<file path="src/adof_pkg.sv">
package adof_pkg;
	// Register byte offsets on the APB slave
	localparam logic [11:0] ADOF_REG_CLK_CTRL = 12'h000;
	localparam logic [11:0] ADOF_REG_DRIVER   = 12'h004;
	localparam logic [11:0] ADOF_REG_FORMAT   = 12'h008;
	localparam logic [11:0] ADOF_REG_STATUS   = 12'h00C;

	// Clock control register fields
	localparam int ADOF_CC_DCS_BIT   = 0;
	localparam int ADOF_CC_PHASE_LSB = 1;
	localparam int ADOF_CC_INV_BIT   = 3;
	localparam logic [3:0] ADOF_CC_RESET = 4'h0;

	// Output driver register fields
	localparam int ADOF_DRV_CUR_LSB  = 0;
	localparam int ADOF_DRV_TERM_BIT = 3;
	localparam logic [2:0] ADOF_CUR_3P5MA = 3'h4;
	localparam logic [2:0] ADOF_CUR_MAX   = 3'h6;
	localparam logic [3:0] ADOF_DRV_RESET = {1'b0, ADOF_CUR_3P5MA};

	// Current levels in units of 0.05 mA
	localparam logic [7:0] ADOF_I_1P75 = 8'h23;
	localparam logic [7:0] ADOF_I_2P1  = 8'h2A;
	localparam logic [7:0] ADOF_I_2P5  = 8'h32;
	localparam logic [7:0] ADOF_I_3P0  = 8'h3C;
	localparam logic [7:0] ADOF_I_3P5  = 8'h46;
	localparam logic [7:0] ADOF_I_4P0  = 8'h50;
	localparam logic [7:0] ADOF_I_4P5  = 8'h5A;

	// Data format register fields
	localparam int ADOF_FMT_TWOS_BIT = 0;
	localparam logic ADOF_FMT_RESET  = 1'b0;

	// Sample codes
	localparam int ADOF_SAMPLE_W = 12;
	localparam int ADOF_PAIRS    = 6;
	localparam logic [11:0] ADOF_CODE_POS_FS = 12'hFFF;
	localparam logic [11:0] ADOF_CODE_NEG_FS = 12'h000;

	// Encode period measurement and stabilizer lock
	localparam int ADOF_PER_W = 8;
	localparam logic [7:0] ADOF_PER_STOP   = 8'hFF;
	localparam logic [6:0] ADOF_LOCK_COUNT = 7'h64;
	localparam int ADOF_DLY_DEPTH = 128;
endpackage

</file>
<file path="src/adof_top.sv">
// Local design decisions: the APB interface to the registers and the address map.
`timescale 1ns/1ps
// Notes on behaviour
// - One 12-bit sample per encode period, sent over six DDR pairs.
// - Even bit while forwarded clock low, odd bit while it is high.
// - Without phase shift, data changes together with both clock edges.
// - Each rising edge of the positive encode input starts a conversion.
// - Driver current resets to the 3.5mA level.
// - Current field selects one of seven levels, 1.75mA to 4.5mA.
// - Termination bit enables internal termination and doubles effective current.
// - Range flag shows over or under range with the data latency.
// - With invert clear, range flag is valid in the clock low phase.
// - Two-bit field delays the forwarded clock by 0 to 135 degrees while the stabilizer is on.
// - Invert bit flips clock polarity independently, giving up to 315 degrees.
// - Format resets to offset binary; a bit selects two's complement.
// - Mid-scale is 800 hex; two's complement inverts the top bit.
// - Out of range sets the flag and holds the full-scale code.
// - Stabilizer regenerates 50% duty and locks after one hundred cycles.
// - Stabilizer enable comes from register or chip-select pin by mode.
module adof_top
	import adof_pkg::*;
(
	input  wire logic        clock,                  // 100 MHz system clock
	input  wire logic        rst,                    // Synchronous reset, high
	input  wire logic        encode_input_pos,       // Encode clock, positive leg
	input  wire logic        encode_input_neg,       // Encode clock, negative leg
	input  wire logic [11:0] core_code,              // Converter core code, offset binary
	input  wire logic        core_over,              // Core input above full scale
	input  wire logic        core_under,             // Core input below full scale
	input  wire logic        config_mode_select,     // 1 selects parallel configuration
	input  wire logic        par_dcs_pin,            // Chip-select level, parallel mode
	input  wire logic        psel,                   // APB select
	input  wire logic        penable,                // APB enable
	input  wire logic        pwrite,                 // APB direction
	input  wire logic [11:0] paddr,                  // APB byte address
	input  wire logic [31:0] pwdata,                 // APB write data
	output logic             pready,                 // APB ready
	output logic [31:0]      prdata,                 // APB read data
	output logic             pslverr,                // APB error, unmapped address
	output logic [5:0]       data_pair,              // DDR data pairs, bit 0 is lowest
	output logic             range_flag,             // Over or under range flag
	output logic             forwarded_output_clock, // Forwarded data clock
	output logic [7:0]       driver_current_eff,     // Driver current, 0.05 mA units
	output logic             driver_term_en,         // Internal termination enable
	output logic             dcs_locked              // Stabilizer lock status
);

	////////////////////////////////////////////////////////////////////////////////
	// Declarations
	logic [2:0]  encp_sync_q;
	logic [1:0]  encn_sync_q;
	logic [11:0] code_m_q, code_s_q;
	logic [1:0]  over_sync_q, under_sync_q, mode_sync_q, cs_sync_q;
	logic [3:0]  cc_q;
	logic [3:0]  drv_q;
	logic        fmt_q;
	logic [7:0]  per_cnt_q, per_q;
	logic [6:0]  lock_cnt_q;
	logic        fmt_s_q, inv_s_q;
	logic [1:0]  ph_s_q;
	logic [11:0] sample_q;
	logic        flag_q;
	logic        half_q;
	logic [ADOF_DLY_DEPTH-1:0] dly_q;
	// Stabilizer enable is read by the status mux ahead of its own logic
	wire         dcs_eff;

	// Level of each current code; used for the output only
	function automatic logic [7:0] cur_level(input logic [2:0] code);
		unique case (code)
			3'h0:    cur_level = ADOF_I_1P75;
			3'h1:    cur_level = ADOF_I_2P1;
			3'h2:    cur_level = ADOF_I_2P5;
			3'h3:    cur_level = ADOF_I_3P0;
			3'h4:    cur_level = ADOF_I_3P5;
			3'h5:    cur_level = ADOF_I_4P0;
			default: cur_level = ADOF_I_4P5;
		endcase
	endfunction

	////////////////////////////////////////////////////////////////////////////////
	// Input synchronisers; first stages feed only the second stages
	always_ff @(posedge clock) begin
		encp_sync_q  <= {encp_sync_q[1:0], encode_input_pos};
		encn_sync_q  <= {encn_sync_q[0], encode_input_neg};
		code_m_q     <= core_code;
		code_s_q     <= code_m_q;
		over_sync_q  <= {over_sync_q[0], core_over};
		under_sync_q <= {under_sync_q[0], core_under};
		mode_sync_q  <= {mode_sync_q[0], config_mode_select};
		cs_sync_q    <= {cs_sync_q[0], par_dcs_pin};
	end

	// Edge detection on the settled stages; negative leg taken as a cross-check
	wire enc_hi   = encp_sync_q[1] & ~encn_sync_q[1];
	wire enc_rise = enc_hi & ~encp_sync_q[2];
	wire enc_fall = ~encp_sync_q[1] & encp_sync_q[2];

	////////////////////////////////////////////////////////////////////////////////
	// APB decode
	wire        apb_acc   = psel & penable & ~pready;
	wire        apb_done  = psel & penable & pready;
	wire        hit_cc    = (paddr == ADOF_REG_CLK_CTRL);
	wire        hit_drv   = (paddr == ADOF_REG_DRIVER);
	wire        hit_fmt   = (paddr == ADOF_REG_FORMAT);
	wire        hit_st    = (paddr == ADOF_REG_STATUS);
	wire        hit_any   = hit_cc | hit_drv | hit_fmt | hit_st;
	wire        wr_en     = apb_done & pwrite;
	wire [2:0]  wr_cur    = pwdata[ADOF_DRV_CUR_LSB +: 3];
	wire        wr_cur_ok = (wr_cur <= ADOF_CUR_MAX);
	wire [31:0] rd_mux    = hit_cc  ? {28'h0000000, cc_q} :
	                        hit_drv ? {28'h0000000, drv_q} :
	                        hit_fmt ? {31'h00000000, fmt_q} :
	                        hit_st  ? {22'h000000, per_q, dcs_eff, dcs_locked} :
	                        32'h00000000;

	// One wait state so that ready and read data leave flip-flops
	always_ff @(posedge clock) begin
		if (rst) begin
			pready  <= 1'b0;
			prdata  <= 32'h00000000;
			pslverr <= 1'b0;
		end else begin
			pready  <= apb_acc;
			prdata  <= apb_acc & ~pwrite ? rd_mux : 32'h00000000;
			pslverr <= apb_acc & ~hit_any;
		end
	end

	// Configuration registers; writes land on the completing edge only
	always_ff @(posedge clock) begin
		if (rst) begin
			cc_q  <= ADOF_CC_RESET;
			drv_q <= ADOF_DRV_RESET;
			fmt_q <= ADOF_FMT_RESET;
		end else if (wr_en) begin
			if (hit_cc)
				cc_q <= pwdata[3:0];
			if (hit_drv && wr_cur_ok)
				drv_q <= pwdata[3:0];
			if (hit_fmt)
				fmt_q <= pwdata[ADOF_FMT_TWOS_BIT];
		end
	end

	wire [7:0] cur_lvl = cur_level(drv_q[2:0]); // Programmed level before doubling

	// Driver settings; an illegal current code is refused and keeps the old one
	always_ff @(posedge clock) begin
		if (rst) begin
			driver_current_eff <= ADOF_I_3P5;
			driver_term_en     <= 1'b0;
		end else begin
			driver_term_en     <= drv_q[ADOF_DRV_TERM_BIT];
			driver_current_eff <= drv_q[ADOF_DRV_TERM_BIT] ?
				{cur_lvl[6:0], 1'b0} : cur_lvl;
		end
	end

	////////////////////////////////////////////////////////////////////////////////
	// Stabilizer: period measurement and lock tracking
	assign dcs_eff = mode_sync_q[1] ? cs_sync_q[1] : cc_q[ADOF_CC_DCS_BIT];
	wire per_stop = (per_cnt_q == ADOF_PER_STOP);
	wire per_same = (per_cnt_q == per_q) || (per_cnt_q == per_q + 8'h01) ||
	                (per_cnt_q + 8'h01 == per_q);
	wire [7:0] half_pt = {1'b0, per_q[7:1]};

	// A stopped or retimed encode clock restarts the lock count
	always_ff @(posedge clock) begin
		if (rst) begin
			per_cnt_q  <= 8'h00;
			per_q      <= 8'h00;
			lock_cnt_q <= 7'h00;
			dcs_locked <= 1'b0;
		end else begin
			per_cnt_q <= enc_rise ? 8'h01 : (per_stop ? per_cnt_q : per_cnt_q + 8'h01);
			if (enc_rise)
				per_q <= per_cnt_q;
			if (per_stop || !dcs_eff)
				lock_cnt_q <= 7'h00;
			else if (enc_rise)
				lock_cnt_q <= !per_same ? 7'h00 :
					(lock_cnt_q == ADOF_LOCK_COUNT ? lock_cnt_q : lock_cnt_q + 7'h01);
			dcs_locked <= (lock_cnt_q == ADOF_LOCK_COUNT);
		end
	end

	////////////////////////////////////////////////////////////////////////////////
	// Sample capture, clamp and format at the encode boundary
	wire        ovr      = over_sync_q[1];
	wire        und      = under_sync_q[1] & ~over_sync_q[1];
	wire [11:0] clamped  = ovr ? ADOF_CODE_POS_FS : (und ? ADOF_CODE_NEG_FS : code_s_q);
	wire [11:0] formatted = {clamped[11] ^ fmt_q, clamped[10:0]};

	// Settings shadowed here so no sample mixes old and new formatting
	always_ff @(posedge clock) begin
		if (rst) begin
			sample_q <= ADOF_CODE_NEG_FS;
			flag_q   <= 1'b0;
			fmt_s_q  <= ADOF_FMT_RESET;
			ph_s_q   <= 2'h0;
			inv_s_q  <= 1'b0;
		end else if (enc_rise) begin
			sample_q <= formatted;
			flag_q   <= ovr | und;
			fmt_s_q  <= fmt_q;
			ph_s_q   <= dcs_eff ? cc_q[ADOF_CC_PHASE_LSB +: 2] : 2'h0;
			inv_s_q  <= cc_q[ADOF_CC_INV_BIT];
		end
	end

	////////////////////////////////////////////////////////////////////////////////
	// Half-period phase: stabilizer regenerates 50%, else encode duty is kept
	wire half_hit = dcs_eff ? (per_cnt_q == half_pt) : enc_fall;

	always_ff @(posedge clock) begin
		if (rst)
			half_q <= 1'b0;
		else if (enc_rise)
			half_q <= 1'b0;
		else if (half_hit)
			half_q <= 1'b1;
	end

	// Clock delay line; an eighth of the period per 45 degree step
	wire [6:0] ph_dly  = 7'(ph_s_q * per_q[7:3]);
	wire       clk_dly = (ph_dly == 7'h00) ? half_q : dly_q[ph_dly - 7'h01];

	always_ff @(posedge clock) begin
		if (rst)
			dly_q <= '0;
		else
			dly_q <= {dly_q[ADOF_DLY_DEPTH-2:0], half_q};
	end

	////////////////////////////////////////////////////////////////////////////////
	// Pair multiplexers: even bit in the first half, odd bit in the second
	wire [5:0] pair_d;
	genvar gi;
	generate
		for (gi = 0; gi < ADOF_PAIRS; gi++) begin : g_pair
			assign pair_d[gi] = half_q ? sample_q[2*gi+1] : sample_q[2*gi];
		end
	endgenerate

	// Data, flag and clock launched on the same edge so they stay aligned
	always_ff @(posedge clock) begin
		if (rst) begin
			data_pair              <= 6'h00;
			range_flag             <= 1'b0;
			forwarded_output_clock <= 1'b0;
		end else begin
			data_pair              <= pair_d;
			range_flag             <= flag_q & ~half_q;
			forwarded_output_clock <= clk_dly ^ inv_s_q;
		end
	end
endmodule

</file>
<file path="config.mk">
export PLATFORM = sky130hd
export DESIGN_NAME = adof_top
export DESIGN_NICKNAME = d
export VERILOG_FILES = /design/src/adof_pkg.sv /design/src/adof_top.sv
export SDC_FILE = /design/constraint.sdc
export NUM_CORES = 1
export LEC_CHECK = 0
export ABC_AREA = 1
export BUFFER_PORTS_ARGS = -buffer_cell sky130_fd_sc_hd__buf_2
export CORE_MARGIN = 4
export CORE_UTILIZATION = 45
export DETAILED_ROUTE_END_ITERATION = 7
export GPL_TIMING_DRIVEN = 1
export PLACE_DENSITY = 0.67
export SYNTH_ARGS = -nofsm -noshare
export SYNTH_HDL_FRONTEND = slang
export SYNTH_SLANG_ARGS = --single-unit
</file>
<file path="constraint.sdc">
create_clock -name clock -period 2.8 [get_ports clock]
set_input_delay 0.14 -clock clock [delete_from_list [all_inputs] [get_ports clock]]
set_output_delay 0.14 -clock clock [all_outputs]
set_load 0.05 [all_outputs]
</file>
==> results.toml <==
[status]
status = "finished clean"

[finish]
utilization_pct = 54.59
area_growth_syn_to_layout_pct = 18.42
postLayoutCellArea_um2 = 11580
num_antenna_cells = 0
fillCellCount = 2002
final_layout_size_suffix_gt1_share_pct = 11.50
post_layout_nets = 1450

[placement]
routabilityCongestion = 0.8597
portBuffers = 68
hpwlAfterDp_um = 13650
place_area_um2 = 10360
post-place-ws_ns = 0.1300

[clocking]
cts_made_buffers = 26
clock_tree.root_cell = "sky130_fd_sc_hd__clkbuf_16"
postCtsSetupRepairBufs = 0
htreeDepth = 1
clock_tree.buffer_depth = 3
clk_transition_reported_paths_ns = 0.06
clock_sinks = 244
worstSkewPairLatency_ns = 0.52
cts_tree = "done"

[logic_synthesis]
yosysUniqueCellTypes = 43
synthMostInstantiatedCell = "sky130_fd_sc_hd__dfxtp_1"
postSynthAreaPerCell_um2 = 7.672
synth.top_cell.area_share_pct = 49.94
synth.yosys.seq_area_share_pct = 49.94
largest_cells_by_area_after_synthesis = "sky130_fd_sc_hd__dfxtp_1, sky130_fd_sc_hd__nand3_1, sky130_fd_sc_hd__inv_1, sky130_fd_sc_hd__nor2_1, sky130_fd_sc_hd__nand2_1"
ys.flop_type = "sky130_fd_sc_hd__dfxtp_1"
ys_async_sr_fraction_pct = 0
synth-seq-cells = 244
syn-instance-count = 1275
synth-warning-count = 0
netlist_top_cells_count = "sky130_fd_sc_hd__dfxtp_1, sky130_fd_sc_hd__inv_1, sky130_fd_sc_hd__nor2_1, sky130_fd_sc_hd__nand2_1, sky130_fd_sc_hd__nand3_1"
post-synth-top-area-cell = "sky130_fd_sc_hd__dfxtp_1"
synth_edf_count = 0
netlist_area_um2 = 9782

[sta]
period_needed_ns = 2.547
final.hold.worst_slack_ns = 0.04700
skew_ns = 0.02060
hold_violations = 0
setup_tns_ns = 0
setup_viol = 0
worst_slew_pin_slew_ns = 0.8775
max_clock_freq_mhz = 392.6
min_period_over_period_pct = 90.96
rsz0062_at_grt = "false"
timing.final.ws_setup_ns = 0.2532
timing_max_transition_violations_final = 0
timing.max_slew.rel_slack_pct = 40.88

[floorplanning]
design.core.area_um2 = 21220
row_count = 53
floorplan.die.width_um = 155.4
pin_count = 119
initial_core_util_pct = 46.10
area_of_the_die_um2 = 24160
die_height_um = 155.4

[worst_hold_path]
min-delay-path-class = "input pin to flip-flop"
timing.hold.worst.start = "paddr[8]"

[routing]
drt-pass1-iter-count = 5
drt-vias-per-instance = 4.804
antenna_left = 0
detail_route.wirelength_um = 20920
vias = 8004
drt-wirelength-per-cell_um = 12.56
detail_route.drc_violations = 0
dr.first_iter.drc_count = 465

[critical_path]
timing.critical_path.cells = "nand2_1 -> inv_1 -> ha_1 -> fa_2 -> nor2_1 -> nand2_1 -> inv_1 -> nand2_1 -> nand2_1 -> buf_12 -> nand3_1 -> nand3_1 -> nand3_1 -> nand2_1 -> nand2_1 -> nand3_1 -> nand2_1 -> inv_1 -> nor2_1"
cpMostUsedCell = "sky130_fd_sc_hd__nand2_1"
cp_slowest_stage_delay_ns = 0.48
setup.worst_path.start_class = "flip-flop"
worst_ep_arrival_ns = 2.97
criticalPathCategory = "flip-flop to flip-flop"
critical_path_required_ns = 3.22
cp_max_fo = 8
crit_family = "simple AND/OR/NAND/NOR gates"
crit_slowest_cell = "sky130_fd_sc_hd__fa_2"
setup.worst_path.start = "per_q[3]"
timing.critical_path.buf_inv = 4
r2r-start = "per_q[3]"
worstSetupEndpointType = "flip-flop"

[grt]
grt_start_max_net_pins = 78
grt.overflow.total = 0
grt_antenna_before_repair = 0
groute.usage.overall_pct = 17.23
grt_pass1_vias = 7648
grt_first_pass_wirelength_um = 35600

[power]
powerDensity_nw_per_um2 = 632.2
maximum_vdd_ir_drop_uv = 597.9
power_leakage_nw = 4.817

[run]
drv.max_cap_violation_count = 0
==> cell families (layout without fill, tap and decap cells) <==
logic type	after synthesis	count (layout)	synth area share [%]
AND/OR/NAND/NOR	567	567	25.22
flip-flops	244	244	49.94
AO/OA/AOI/OAI	119	119	7.253
buffers and inverters	300	395	12.98
other	1	22	0.03834
XOR/XNOR	33	33	3.108
adder cells (fa/ha/maj)	11	11	1.458
==> path summary, 6_finish.rpt <==
check | cells after the start | to | slack (ns)
min | 6 | fmt_q | 0.05
max reg2reg | 19 | forwarded_output_clock | 0.25
max | 19 | forwarded_output_clock | 0.25
min reg2reg | 0 | over_sync_q[1] | 0.32
==> layer usage <==
layer,vias up,wire [um],GRT usage [%]
met1,3640,9364,23.16
met4,0,495,4.835
met5,-,0,0
met3,38,1003,2.531
li1,4151,-,-
met2,175,10060,28.99
==> power breakdown <==
| group | switching (mW) | total (mW) | internal, mW |
|---|---|---|---|
| registers | 0.0280 | 3.56 | 3.53 |
| clock network | 1.33 | 3.38 | 2.05 |
| logic | 0.265 | 0.385 | 0.119 |
| total | 1.63 | 7.32 | 5.70 |
==> stage by stage <==
stage / cells / power, mW
3_5_place_dp: 1588 / 3.985
3_3_place_gp: 1588 / 3.981
6_report: 1666 / 7.323
2_1_floorplan: 1296 / 3.917
5_1_grt: 1666 / 7.595
4_1_cts: 1666 / 7.405
==> sequential cells by signal (all words and copies together) (netlist names), 3 cells and up <==
name                cells
per_cnt_q               8
cc_q                    4
driver_current_eff      8
sample_q               12
encp_sync_q             3
drv_q                   4
code_s_q               12
per_q                   8
data_pair               6
code_m_q               12
lock_cnt_q              7
dly_q                 128
prdata                 10
==> final cells by class <==
cell class	count	area, um2	share of cell area [%]
clock buffers	37	752.0	6.492
clock inverters	9	108.9	0.9397
inverters	222	833.3	7.194
well taps	275	344.1	2.970
repair buffers	127	919.6	7.939
flip-flops and latches	244	4888	42.20
multi-input cells	752	3737	32.26
==> worst reg2reg max path: stages (launching register included) <==
cell and delay, ns:
sky130_fd_sc_hd__dfxtp_1 0.34, sky130_fd_sc_hd__nand2_1 0.06, sky130_fd_sc_hd__inv_1 0.05, sky130_fd_sc_hd__ha_1 0.18, sky130_fd_sc_hd__fa_2 0.48, sky130_fd_sc_hd__nor2_1 0.12, sky130_fd_sc_hd__nand2_1 0.09, sky130_fd_sc_hd__inv_1 0.09
sky130_fd_sc_hd__nand2_1 0.07, sky130_fd_sc_hd__nand2_1 0.13, sky130_fd_sc_hd__buf_12 0.14, sky130_fd_sc_hd__nand3_1 0.08, sky130_fd_sc_hd__nand3_1 0.12, sky130_fd_sc_hd__nand3_1 0.13, sky130_fd_sc_hd__nand2_1 0.10, sky130_fd_sc_hd__nand2_1 0.07
sky130_fd_sc_hd__nand3_1 0.07, sky130_fd_sc_hd__nand2_1 0.05, sky130_fd_sc_hd__inv_1 0.04, sky130_fd_sc_hd__nor2_1 0.03
==> placed cells by master (no fill, tap or decap), drive strengths merged <==
cell / count
dfxtp: 244
inv: 222
nor2: 182
nand3: 177
nand2: 176
buf: 95
a21oi: 48
clkbuf: 37
dlygate4sd3: 32
o21ai: 29
conb: 22
xor2: 18
nand4: 16
xnor2: 15
nor3: 13
o211ai: 12
a221oi: 12
o22ai: 9
ha: 9
clkinv: 6
o221ai: 3
nor4: 2
bufinv: 2
maj3: 1
a22o: 1
a22oi: 1
and3: 1
o21a: 1
a211oi: 1
a2111oi: 1
a31oi: 1
fa: 1
clkinvlp: 1
==> repair_timing <==
action | 4_1_cts | 5_1_grt
endpoints found under the hold margin | 38 | 0
endpoints found under the setup margin | 0 | 1
hold buffers | 32 | 0
resized for setup | 0 | 13
Power figures use the tool's default switching activity.
